===== src/sgr_pkg.sv =====
package sgr_pkg;

  // ****************************************************************
  // Register map
  // ****************************************************************
  localparam logic [3:0] SGR_OFF_STATUS   = 4'h4;
  localparam logic [3:0] SGR_OFF_MODE     = 4'h5;
  localparam logic [3:0] SGR_OFF_CLOCK    = 4'h6;
  localparam logic [3:0] SGR_OFF_SECURITY = 4'h7;
  localparam int         SGR_ADDR_W       = 4;

  // ****************************************************************
  // Field positions
  // ****************************************************************
  localparam int SGR_BIT_IRQ       = 6;
  localparam int SGR_BIT_DSR       = 0;
  localparam int SGR_BIT_CLKSW     = 7;
  localparam int SGR_BIT_ECHO      = 6;
  localparam int SGR_BIT_SYNC_RTS  = 5;
  localparam int SGR_BIT_SYNC_CTS  = 4;
  localparam int SGR_BIT_RLOOP     = 3;
  localparam int SGR_BIT_LLOOP     = 2;
  localparam int SGR_BIT_TSET_SRC  = 1;
  localparam int SGR_BIT_RXC_SRC   = 0;
  localparam logic [7:0] SGR_CLOCK_MASK = 8'h0f;

  // ****************************************************************
  // Reset values
  // ****************************************************************
  localparam logic [7:0] SGR_RST_MODE     = 8'h00;
  localparam logic [7:0] SGR_RST_CLOCK    = 8'h00;
  localparam logic [7:0] SGR_RST_SECURITY = 8'hff;

  // ****************************************************************
  // Interface mode codes
  // ****************************************************************
  typedef enum logic [3:0] {
    SGR_MODE_OFF      = 4'h0,
    SGR_MODE_RS232    = 4'h2,
    SGR_MODE_RS485T   = 4'h4,
    SGR_MODE_RS485    = 4'h5,
    SGR_MODE_LOOP_SE  = 4'ha,
    SGR_MODE_LOOP_DIF = 4'hb,
    SGR_MODE_RS530    = 4'hd,
    SGR_MODE_V35      = 4'he,
    SGR_MODE_RS530A   = 4'hf
  } sgr_mode_t;

  // Line-side control bundle
  typedef struct packed {
    logic [3:0] interface_mode_code;
    logic       drivers_enable;
    logic       termination_enable;
    logic       echo_disable;
    logic       timing_clock_switch_enable;
    logic       remote_loop_bit;
    logic       local_loop_bit;
    logic       timing_out_source_select;
    logic       receive_clock_source_select;
  } sgr_line_ctrl_t;

endpackage : sgr_pkg


===== src/sgr_glue_regs.sv =====
// The Avalon-MM interface to the registers was chosen for this implementation.
`timescale 1ns/1ps
`default_nettype none

module sgr_glue_regs
  import sgr_pkg::*;
#(
  parameter logic [7:0] SECURITY_VALUE = SGR_RST_SECURITY
) (
  input  wire logic                  core_clk_i,
  input  wire logic                  rst_n_i,
  input  wire logic [SGR_ADDR_W-1:0] avs_address_i,
  input  wire logic                  avs_read_i,
  input  wire logic                  avs_write_i,
  input  wire logic [7:0]            avs_writedata_i,
  output logic      [7:0]            avs_readdata_o,
  output logic                       avs_waitrequest_o,
  input  wire logic                  ctrl_irq_n_i,
  input  wire logic                  set_ready_n_i,
  input  wire logic                  request_i,
  input  wire logic                  clear_i,
  output logic                       controller_sync_pin_o,
  output var sgr_line_ctrl_t         line_ctrl_o
);

  // ****************************************************************
  // Pin synchronisers
  // ****************************************************************
  logic [1:0] irq_sync;
  logic [1:0] dsr_sync;
  logic [1:0] rts_sync;
  logic [1:0] cts_sync;

  // Interrupt line; resets to its quiet level so no false pending shows
  always_ff @(posedge core_clk_i or negedge rst_n_i) begin
    if (!rst_n_i) begin
      irq_sync <= 2'h3;
    end else begin
      irq_sync <= {irq_sync[0], ctrl_irq_n_i};
    end
  end

  // Set-ready line; only the second stage reaches the read mux
  always_ff @(posedge core_clk_i or negedge rst_n_i) begin
    if (!rst_n_i) begin
      dsr_sync <= 2'h3;
    end else begin
      dsr_sync <= {dsr_sync[0], set_ready_n_i};
    end
  end

  // Request line feeding the sync pin route
  always_ff @(posedge core_clk_i or negedge rst_n_i) begin
    if (!rst_n_i) begin
      rts_sync <= 2'h0;
    end else begin
      rts_sync <= {rts_sync[0], request_i};
    end
  end

  // Clear line feeding the sync pin route
  always_ff @(posedge core_clk_i or negedge rst_n_i) begin
    if (!rst_n_i) begin
      cts_sync <= 2'h0;
    end else begin
      cts_sync <= {cts_sync[0], clear_i};
    end
  end

  // ****************************************************************
  // Bus handshake
  // ****************************************************************
  // Idle waits for a request; the answer state is the one completing cycle
  typedef enum logic [1:0] {
    SGR_BUS_IDLE   = 2'b01,
    SGR_BUS_ANSWER = 2'b10
  } sgr_bus_state_t;

  sgr_bus_state_t bus_state;
  sgr_bus_state_t next_bus_state;
  logic           bus_request;
  logic           wr_take;
  logic           rd_take;

  assign bus_request = avs_read_i || avs_write_i;

  // Answer always falls back to idle, so a held request is never taken twice
  always_comb begin
    next_bus_state = bus_state;
    unique case (bus_state)
      SGR_BUS_IDLE:   next_bus_state = bus_request ? SGR_BUS_ANSWER : SGR_BUS_IDLE;
      SGR_BUS_ANSWER: next_bus_state = SGR_BUS_IDLE;
      default:        next_bus_state = SGR_BUS_IDLE;
    endcase
  end

  // Handshake state
  always_ff @(posedge core_clk_i or negedge rst_n_i) begin
    if (!rst_n_i) begin
      bus_state <= SGR_BUS_IDLE;
    end else begin
      bus_state <= next_bus_state;
    end
  end

  // Waitrequest is high while idle, low for the completing cycle
  always_ff @(posedge core_clk_i or negedge rst_n_i) begin
    if (!rst_n_i) begin
      avs_waitrequest_o <= 1'b1;
    end else begin
      avs_waitrequest_o <= (next_bus_state != SGR_BUS_ANSWER);
    end
  end

  // Write lands at the answer edge; read data is captured one edge earlier
  assign wr_take = avs_write_i && (bus_state == SGR_BUS_ANSWER);
  assign rd_take = avs_read_i && (bus_state == SGR_BUS_IDLE);

  // ****************************************************************
  // Control registers
  // ****************************************************************
  logic [7:0] mode_reg;
  logic [7:0] clock_reg;
  logic       wr_mode;
  logic       wr_clock;

  // One address compare shared by every write strobe
  function automatic logic reg_hit(input logic [SGR_ADDR_W-1:0] addr,
                                   input logic [SGR_ADDR_W-1:0] offset);
    reg_hit = (addr == offset);
  endfunction : reg_hit

  // Only two offsets take writes; status and security have no strobe
  assign wr_mode  = wr_take && reg_hit(avs_address_i, SGR_OFF_MODE);
  assign wr_clock = wr_take && reg_hit(avs_address_i, SGR_OFF_CLOCK);

  // Offset five keeps all eight bits as written
  always_ff @(posedge core_clk_i or negedge rst_n_i) begin
    if (!rst_n_i) begin
      mode_reg <= SGR_RST_MODE;
    end else if (wr_mode) begin
      mode_reg <= avs_writedata_i;
    end
  end

  // Upper nibble dropped on write
  always_ff @(posedge core_clk_i or negedge rst_n_i) begin
    if (!rst_n_i) begin
      clock_reg <= SGR_RST_CLOCK;
    end else if (wr_clock) begin
      clock_reg <= avs_writedata_i & SGR_CLOCK_MASK;
    end
  end

  // ****************************************************************
  // Read mux
  // ****************************************************************
  logic [7:0] next_readdata;

  // Unmapped offsets in the 16-byte block read zero; status writes ignored
  always_comb begin
    next_readdata = 8'h00;
    unique case (avs_address_i)
      SGR_OFF_STATUS: begin
        next_readdata[SGR_BIT_IRQ] = irq_sync[1];
        next_readdata[SGR_BIT_DSR] = dsr_sync[1];
      end
      SGR_OFF_MODE:     next_readdata = mode_reg;
      SGR_OFF_CLOCK:    next_readdata = clock_reg;
      SGR_OFF_SECURITY: next_readdata = SECURITY_VALUE;
      default:          next_readdata = 8'h00;
    endcase
  end

  // Read data captured on the same cycle waitrequest falls
  always_ff @(posedge core_clk_i or negedge rst_n_i) begin
    if (!rst_n_i) begin
      avs_readdata_o <= 8'h00;
    end else if (rd_take) begin
      avs_readdata_o <= next_readdata;
    end
  end

  // ****************************************************************
  // Mode decode
  // ****************************************************************
  // Only listed codes turn drivers on; others fall back to off
  function automatic logic mode_drives(input logic [3:0] code);
    unique case (code)
      SGR_MODE_RS232, SGR_MODE_RS485T, SGR_MODE_RS485,
      SGR_MODE_LOOP_SE, SGR_MODE_LOOP_DIF, SGR_MODE_RS530,
      SGR_MODE_V35, SGR_MODE_RS530A: mode_drives = 1'b1;
      default:                       mode_drives = 1'b0;
    endcase
  endfunction : mode_drives

  // Termination only for the balanced long-line modes
  function automatic logic mode_terminates(input logic [3:0] code);
    unique case (code)
      SGR_MODE_RS485T, SGR_MODE_RS530,
      SGR_MODE_V35, SGR_MODE_RS530A: mode_terminates = 1'b1;
      default:                       mode_terminates = 1'b0;
    endcase
  endfunction : mode_terminates

  // ****************************************************************
  // Line outputs
  // ****************************************************************
  logic [3:0] line_mode_code;
  logic       line_drivers;
  logic       line_termination;
  logic       line_echo_disable;
  logic       line_clock_switch;
  logic       line_remote_loop;
  logic       line_local_loop;
  logic       line_timing_source;
  logic       line_receive_source;

  // Flops only, no logic, so the transceiver never sees decode glitches
  assign line_ctrl_o = {line_mode_code, line_drivers, line_termination, line_echo_disable,
                        line_clock_switch, line_remote_loop, line_local_loop,
                        line_timing_source, line_receive_source};

  // Mode field handed on as written
  always_ff @(posedge core_clk_i or negedge rst_n_i) begin
    if (!rst_n_i) begin
      line_mode_code <= 4'h0;
    end else begin
      line_mode_code <= mode_reg[3:0];
    end
  end

  // Drivers off for code 0 and every unsupported code
  always_ff @(posedge core_clk_i or negedge rst_n_i) begin
    if (!rst_n_i) begin
      line_drivers <= 1'b0;
    end else begin
      line_drivers <= mode_drives(mode_reg[3:0]);
    end
  end

  // Termination for the balanced long-line modes only
  always_ff @(posedge core_clk_i or negedge rst_n_i) begin
    if (!rst_n_i) begin
      line_termination <= 1'b0;
    end else begin
      line_termination <= mode_terminates(mode_reg[3:0]);
    end
  end

  // Echo control straight from offset five
  always_ff @(posedge core_clk_i or negedge rst_n_i) begin
    if (!rst_n_i) begin
      line_echo_disable <= 1'b0;
    end else begin
      line_echo_disable <= mode_reg[SGR_BIT_ECHO];
    end
  end

  // Timing clock follows the transmit driver when set
  always_ff @(posedge core_clk_i or negedge rst_n_i) begin
    if (!rst_n_i) begin
      line_clock_switch <= 1'b0;
    end else begin
      line_clock_switch <= mode_reg[SGR_BIT_CLKSW];
    end
  end

  // Remote loop bit is stored and passed on; the transceiver acts on it
  always_ff @(posedge core_clk_i or negedge rst_n_i) begin
    if (!rst_n_i) begin
      line_remote_loop <= 1'b0;
    end else begin
      line_remote_loop <= clock_reg[SGR_BIT_RLOOP];
    end
  end

  // Local loop bit, likewise
  always_ff @(posedge core_clk_i or negedge rst_n_i) begin
    if (!rst_n_i) begin
      line_local_loop <= 1'b0;
    end else begin
      line_local_loop <= clock_reg[SGR_BIT_LLOOP];
    end
  end

  // Timing output source pick
  always_ff @(posedge core_clk_i or negedge rst_n_i) begin
    if (!rst_n_i) begin
      line_timing_source <= 1'b0;
    end else begin
      line_timing_source <= clock_reg[SGR_BIT_TSET_SRC];
    end
  end

  // Receive clock source pick
  always_ff @(posedge core_clk_i or negedge rst_n_i) begin
    if (!rst_n_i) begin
      line_receive_source <= 1'b0;
    end else begin
      line_receive_source <= clock_reg[SGR_BIT_RXC_SRC];
    end
  end

  // ****************************************************************
  // Sync pin routing
  // ****************************************************************
  logic next_sync_pin;

  // Unrouted pin idles high; both bits set make it the AND of the two lines
  always_comb begin
    next_sync_pin = 1'b1;
    if (mode_reg[SGR_BIT_SYNC_RTS]) begin
      next_sync_pin = next_sync_pin & rts_sync[1];
    end
    if (mode_reg[SGR_BIT_SYNC_CTS]) begin
      next_sync_pin = next_sync_pin & cts_sync[1];
    end
  end

  // Registered so a route change cannot glitch the controller's sync input
  always_ff @(posedge core_clk_i or negedge rst_n_i) begin
    if (!rst_n_i) begin
      controller_sync_pin_o <= 1'b1;
    end else begin
      controller_sync_pin_o <= next_sync_pin;
    end
  end

endmodule : sgr_glue_regs

`default_nettype wire


===== config.mk =====
export PLATFORM = sky130hd
export DESIGN_NAME = sgr_glue_regs
export DESIGN_NICKNAME = d
export VERILOG_FILES = /design/src/sgr_pkg.sv /design/src/sgr_glue_regs.sv
export SDC_FILE = /design/constraint.sdc
export NUM_CORES = 1
export LEC_CHECK = 0
export ABC_AREA = 0
export BUFFER_PORTS_ARGS = -buffer_cell sky130_fd_sc_hd__buf_2
export CORE_MARGIN = 2
export CORE_UTILIZATION = 32
export DETAILED_ROUTE_END_ITERATION = 10
export GPL_TIMING_DRIVEN = 1
export PLACE_DENSITY = 0.49
export REMOVE_ABC_BUFFERS = 1
export SETUP_SLACK_MARGIN = 0.1
export SKIP_CTS_REPAIR_TIMING = 1
export SYNTH_ARGS = -nofsm -noshare
export SYNTH_HDL_FRONTEND = slang
export SYNTH_SLANG_ARGS = --single-unit

===== constraint.sdc =====
create_clock -name core_clk_i -period 1.67 [get_ports core_clk_i]
set_input_delay 0.334 -clock core_clk_i [delete_from_list [all_inputs] [get_ports core_clk_i]]
set_output_delay 0.334 -clock core_clk_i [all_outputs]
set_load 0.01 [all_outputs]

==> results.ini, run 1 <==
[critical_path]
critPathKind = flop to flop
worstPathRequired_ps = 1840
cp_max_fo = 4
worstSetupStartpointType = flop
crit_arrival_ps = 1560
worst_setup_path_end_kind = flop

[run_status]
violations = negative hold slack
status = finished, violations left

[synth]
syn_inst = 118
postSynthAreaPerCell_sq_um = 13.70
syn-cell-area_sq_mm = 0.001617
yosysUniqueCellTypes = 25
yosysWarnings = 0
yosysSeqAreaShare = 0.6703
ys_ff_latch = 43

[placed_design]
place_hpwl_mm = 2.428
io_buffer_count = 41
dpl_worst_slack_ps = 165.8
place.gp.congestion = 0.7053

[die]
start_util = 0.3378
placementRows = 25
io_pins = 42
dieWidth_um = 75.08
die_area_sq_mm = 0.005636
core-area_sq_mm = 0.004786
die_h_um = 75.08

[power]
irDropWorstVdd_mv = 0.5319
p_switching_uw = 732.3
combPwrFrac = 0.202
internal-power_mw = 1.807
switching_share = 0.2884
power_frac_seq = 0.556
power_density_mw_per_mm2 = 1289
leakagePower_nw = 0.9986
p_clk_frac = 0.242

[clock_tree]
clock_sinks = 43
clk_latency_ps = 290
cts_root_buf = clkbuf_8
clock_path_buffers = 2
clk_pin_slew_ps = 80
htreeDepth = 2
cts_tree = built
numCtsBuffers = 5

[route]
drcViolationCount = 0
dr.pass1.iters = 4
viasPerCell = 4.397
drt-wirelength-per-cell_um = 13.95
wirelength_mm = 3.195
ant_nets = 0
drt_iter0_markers = 75
via_count = 1007

[timing]
hold_violations = 14
timing.hold.ws_ps = -12.95
totalNegativeSetupSlack_ps = 0
setup_violations = 0
maxSlewHeadroom = 0.6953
min_period_over_period = 0.8279
slew_viol_final = 0
setup_ws_ps = 287.3
skew_ps = 5.002
min_period_ps = 1383
rsz0062_at_grt = no
fmax_ghz = 0.7232
worst_pin_slew_ps = 457.0

[cells_and_area]
area_growth_syn_to_layout_pct = 21.83
nFillCells = 455
fin_nets = 181
layout_common_cells = buf_2, dfrtp_1, mux2_2
fin_util = 0.4115
drive_gt1_frac = 0.4506
mostFrequentLayoutCell = buf_2
num_antenna_cells = 0

[global_routing]
grt_usage = 0.1319
grt_pass1_vias = 1075
grt_pass1_wl_mm = 5.416
grt_max_degree = 26
grt_antenna_before_repair = 0
grt_overflow = 0

[min_path]
min_path_type = input port to asynchronous set/reset pin

[flow_run]
drv_cap = 0

per-layer routing:
layer / GRT usage / vias to the layer above / routed length, um
met1: 0.1747 / 494 / 1448
met4: 0.04762 / 0 / 45
met2: 0.2047 / 24 / 1548
met5: 0 / - / 0
li1: - / 483 / -
met3: 0.04150 / 6 / 152
final cells by class:
class,count,area [sq um],share of cell area
clock buffer,8,80.08,0.04066
inverter,3,11.26,0.005718
multi-input combinational,61,447.9,0.2274
sequential,43,1084,0.5502
tap,67,83.83,0.04257
timing repair buffer,47,262.8,0.1334
path summary, 6_finish.rpt:
kind / slack (ps) / to / cells after the start / start
min in group core_clk_i: 140 / dsr_sync[0] / 1 / set_ready_n_i
worst min register to register: 360 / cts_sync[1] / 0 / cts_sync[0]
max in group asynchronous: 1130 / dsr_sync[0] / 2 / rst_n_i
worst max register to register: 290 / clock_reg[0] / 3 / bus_state[1]
worst min-delay path: -10 / line_remote_loop / 1 / rst_n_i
worst max-delay path: 290 / clock_reg[0] / 3 / bus_state[1]
metrics by stage:
step / cell area [sq um] / std cells / total power, mW
2_1_floorplan: 1543 / 107 / 1.669
3_3_place_gp: 1889 / 221 / 1.943
3_5_place_dp: 1889 / 221 / 1.960
4_1_cts: 1969 / 229 / 2.589
5_1_grt: 1969 / 229 / 2.723
6_report: 1969 / 229 / 2.539
cells in the mapped netlist, drive strengths merged:
| library cell | instances | area, sq um |
|---|---|---|
| o22ai | 1 | 6.260 |
| buf | 11 | 73.82 |
| or3 | 1 | 6.260 |
| a21boi | 1 | 7.510 |
| dfrtp | 37 | 925.9 |
| nand2 | 8 | 30.03 |
| nor2b | 3 | 18.77 |
| nor2 | 9 | 33.78 |
| dfstp | 6 | 157.7 |
| nor3 | 2 | 26.28 |
| a211oi | 1 | 7.510 |
| mux2i | 1 | 10.01 |
| o41ai | 4 | 35.03 |
| inv | 3 | 11.26 |
| nand3b | 2 | 15.01 |
| o21ai | 2 | 10.01 |
| a21oi | 4 | 20.02 |
| a22oi | 1 | 7.510 |
| nand2b | 4 | 25.02 |
| nand4b | 1 | 23.77 |
| mux2 | 12 | 135.1 |
| o31ai | 4 | 30.03 |
power groups by stage:
stage                     clock [mW]  sequential [mW]  combinational [mW]
after CTS                      0.646             1.42               0.526
after floorplan                    0             1.47               0.204
final                          0.614             1.41               0.513
after detailed placement           0             1.44               0.523
after global placement             0             1.43               0.513
after global routing           0.705             1.45               0.572
worst max-delay path: stages, from the launching register on:
cell,delay [ps]
dfrtp_1,410
nand4b_4,140
nor3_2,340
mux2_2,380
cell families (layout without fill, tap and decap cells):
logic type / Yosys count / after routing / share of synthesized area
flip-flops: 43 / 43 / 0.6703
AO/OA/AOI/OAI: 18 / 18 / 0.07663
multiplexers: 13 / 13 / 0.08978
buffers and inverters: 14 / 58 / 0.05263
AND/OR/NAND/NOR: 30 / 30 / 0.1107
Power figures use the tool's default switching activity.
==> inputs of run 2 (changes only) <==
--- a/config.mk
+++ b/config.mk
@@ -5,13 +5,13 @@
 export SDC_FILE = /design/constraint.sdc
 export NUM_CORES = 1
 export LEC_CHECK = 0
-export ABC_AREA = 0
+export ABC_AREA = 1
 export BUFFER_PORTS_ARGS = -buffer_cell sky130_fd_sc_hd__buf_2
 export CORE_MARGIN = 2
 export CORE_UTILIZATION = 32
 export DETAILED_ROUTE_END_ITERATION = 10
 export GPL_TIMING_DRIVEN = 1
-export PLACE_DENSITY = 0.49
+export PLACE_DENSITY = 0.48
 export REMOVE_ABC_BUFFERS = 1
 export SETUP_SLACK_MARGIN = 0.1
 export SKIP_CTS_REPAIR_TIMING = 1
==> constraint.sdc (replaced) <==
create_clock -name core_clk_i -period 1.28 [get_ports core_clk_i]
set_input_delay 0.256 -clock core_clk_i [delete_from_list [all_inputs] [get_ports core_clk_i]]
set_output_delay 0.256 -clock core_clk_i [all_outputs]
set_load 0.01 [all_outputs]
==> run 2 against run 1 <==
  * The run now ends clean
  * Setup slack worse by 240 ps
  * Clock-buffer cell count down 2
  * Combinational power is 52% higher
  * Non-clock buffer count is 1 lower
  * Cell count increased by 18%
  * Global-route usage shrank 2.1 points
  * Flip-flop and latch count did not move
  * Largest power group unchanged
==> results.ini, run 2 <==
[cells_and_area]
layout_common_cells = buf_2, nand2_1, dfrtp_1  ; was buf_2, dfrtp_1, mux2_2
regArea_sq_mm = 0.001084  ; unchanged
multi_input_area_sq_um = 511.7  ; was 447.9 sq um
num_antenna_cells = 0  ; unchanged
fin_util = 0.4150  ; was 0.4115
drive_gt1_frac = 0.4050  ; was 0.4506
nFillCells = 540  ; was 455
area_growth_syn_to_layout_pct = 24.18  ; was 21.83%
fin_nets = 219  ; was 181
design_area_sq_mm = 0.002133  ; was 0.001969 sq mm
mostFrequentLayoutCell = buf_2  ; unchanged

[die]
io_pins = 42  ; unchanged
die_area_sq_mm = 0.005971  ; was 0.005636 sq mm
die_h_um = 77.27  ; was 75.08 um
core-area_sq_mm = 0.005140  ; was 0.004786 sq mm
placementRows = 26  ; was 25
dieWidth_um = 77.27  ; was 75.08 um
start_util = 0.3342  ; was 0.3378

[flow_run]
drv_cap = 0  ; unchanged

[run_status]
status = finished clean  ; was finished, violations left

[timing]
totalNegativeSetupSlack_ps = 0  ; unchanged
setup_violations = 0  ; unchanged
maxSlewHeadroom = 0.8389  ; was 0.6953
min_period_over_period = 0.9646
min_period_ps = 1235
slew_viol_final = 0  ; unchanged
rsz0062_at_grt = yes  ; was no
fmax_ghz = 0.8099
worst_pin_slew_ps = 239.1  ; was 457.0 ps
skew_ps = 6.819  ; was 5.002 ps
hold_violations = 0  ; was 14

[synth]
yosys.area.top_type_share = 0.5390  ; was 0.5728
synthTopCellsByArea = dfrtp_1, dfstp_2, nand2_1  ; was dfrtp_1, dfstp_2, mux2_2
syn-cell-area_sq_mm = 0.001718  ; was 0.001617 sq mm
synth_edf_count = 0  ; unchanged
yosysSeqAreaShare = 0.6307  ; was 0.6703
synth.most_common_cell = nand2_1  ; was dfrtp_1
yosysUniqueCellTypes = 21  ; was 25
ys_ff_latch = 43  ; unchanged
yosysWarnings = 0  ; unchanged
ys.flop_type = dfrtp_1  ; unchanged
synth.largest_area_cell = dfrtp_1  ; unchanged
synthArstFlopShare = 1.000  ; unchanged
syn_inst = 156  ; was 118
postSynthAreaPerCell_sq_um = 11.01  ; was 13.70 sq um
synthTopCellsByCount = nand2_1, dfrtp_1, inv_1  ; was dfrtp_1, mux2_2, nor2_1

[clock_tree]
htreeDepth = 2  ; unchanged
clk_latency_ps = 290  ; about the same
numCtsBuffers = 5  ; unchanged
clock_sinks = 43  ; unchanged
clk_pin_slew_ps = 80  ; about the same
cts_tree = built  ; unchanged
clock_path_buffers = 2  ; unchanged
cts_root_buf = clkbuf_8  ; unchanged

[critical_path]
cp_max_fo = 3  ; was 4
path_buf_inv = 1  ; was 0
cpMaxStageDelayCell = dfstp_2  ; was dfrtp_1
crit_arrival_ps = 980  ; was 1560 ps
worstPathRequired_ps = 1020  ; was 1840 ps
critPathKind = flop to primary output  ; was flop to flop
crit_family = flip-flops  ; was simple AND/OR/NAND/NOR gates
worstPathCellList = buf_6  ; was nand4b_4 -> nor3_2 -> mux2_2
slowest_delay_ps = 580  ; was 410 ps
worstSetupStartpointType = flop  ; unchanged
worst_setup_path_end_kind = primary output  ; was flop

[placed_design]
place.gp.congestion = 0.7174  ; was 0.7053
post_dp_cell_area_sq_mm = 0.001952  ; was 0.001889 sq mm
place_hpwl_mm = 2.233  ; was 2.428 mm
io_buffer_count = 41  ; unchanged

[global_routing]
grt_overflow = 0  ; unchanged
grt_usage = 0.1109  ; was 0.1319
grt_max_degree = 44  ; was 26
grt_pass1_wl_mm = 5.223  ; was 5.416 mm
grt_pass1_vias = 1152  ; was 1075
grt_antenna_before_repair = 0  ; unchanged

[route]
dr.pass1.iters = 4  ; unchanged
wirelength_mm = 3.177  ; was 3.195 mm
viasPerCell = 4.270  ; was 4.397
ant_nets = 0  ; unchanged
drt-wirelength-per-cell_um = 11.77  ; was 13.95 um
drt_iter0_markers = 47  ; was 75
via_count = 1153  ; was 1007
drcViolationCount = 0  ; unchanged

[power]
finalPower_mw = 3.623  ; was 2.539 mW
irDropWorstVdd_mv = 0.6333  ; was 0.5319 mV
leakagePower_nw = 1.112  ; was 0.9986 nW
power_density_mw_per_mm2 = 1698  ; was 1289 mW/mm^2

[min_path]
min_path_type = input port to flop  ; was input port to asynchronous set/reset pin

==> run 2: cell types whose count changed after synthesis, moves of 6 or more <==
| cell | before | now |
|---|---|---|
| o21ai_0 | 2 | 10 |
| inv_1 | 3 | 17 |
| mux2_2 | 12 | 0 |
| nand3_1 | 0 | 6 |
| o21ai_2 | 0 | 6 |
| nand2_1 | 8 | 38 |
==> run 2: logic make-up (layout without fill, tap and decap cells) <==
family          after synthesis  count (layout)  share of synthesized area
simple gates                 55              57                     0.1624
flops                        43              43                     0.6307
buf+inv                      30              72                    0.09978
compound gates               28              28                     0.1071
==> run 2: path summary, 6_finish.rpt <==
kind	from	endpoint	slack, ps	cells after the start
max	avs_waitrequest_o	avs_waitrequest_o	50	1
min	set_ready_n_i	dsr_sync[0]	60	1
max reg2reg	avs_waitrequest_o	avs_readdata_o[7]	130	6
min reg2reg	cts_sync[0]	cts_sync[1]	350	0
max in group asynchronous	rst_n_i	avs_waitrequest_o	540	3
min in group asynchronous	rst_n_i	rts_sync[1]	470	3
==> run 2: metrics by stage <==
| step | instances | setup slack (ps) | hold WS (ps) |
|---|---|---|---|
| CTS | 267 | 18.61 | -70.64 |
| finish | 270 | 45.28 | 61.54 |
| global route | 270 | 13.66 | 42.89 |
| global placement | 259 | 79.42 | 241.6 |
| detailed placement | 259 | 58.05 | 244.5 |
| floorplan | 144 | 155.4 | -39.59 |
==> run 2: routing by layer <==
layer,share of wire,global-route usage
met5,0,0
met4,0.011,0.05179
met3,0.036,0.03412
met2,0.50,0.1896
met1,0.45,0.1261
==> run 2: where the power goes <==
part,total (mW),switching (mW),internal [mW]
Sequential,1.82,0.168,1.65
Combinational,0.782,0.458,0.324
Clock,1.02,0.440,0.582
Total,3.62,1.07,2.56
==> run 2: cell type report <==
class / instances / area share
clock buffers: 6 / 0.03402
clock inverters: 2 / 0.01760
inverters: 18 / 0.03284
multi-input cells: 85 / 0.2399
flip-flops and latches: 43 / 0.5079
well taps: 70 / 0.04106
repair buffers: 46 / 0.1267
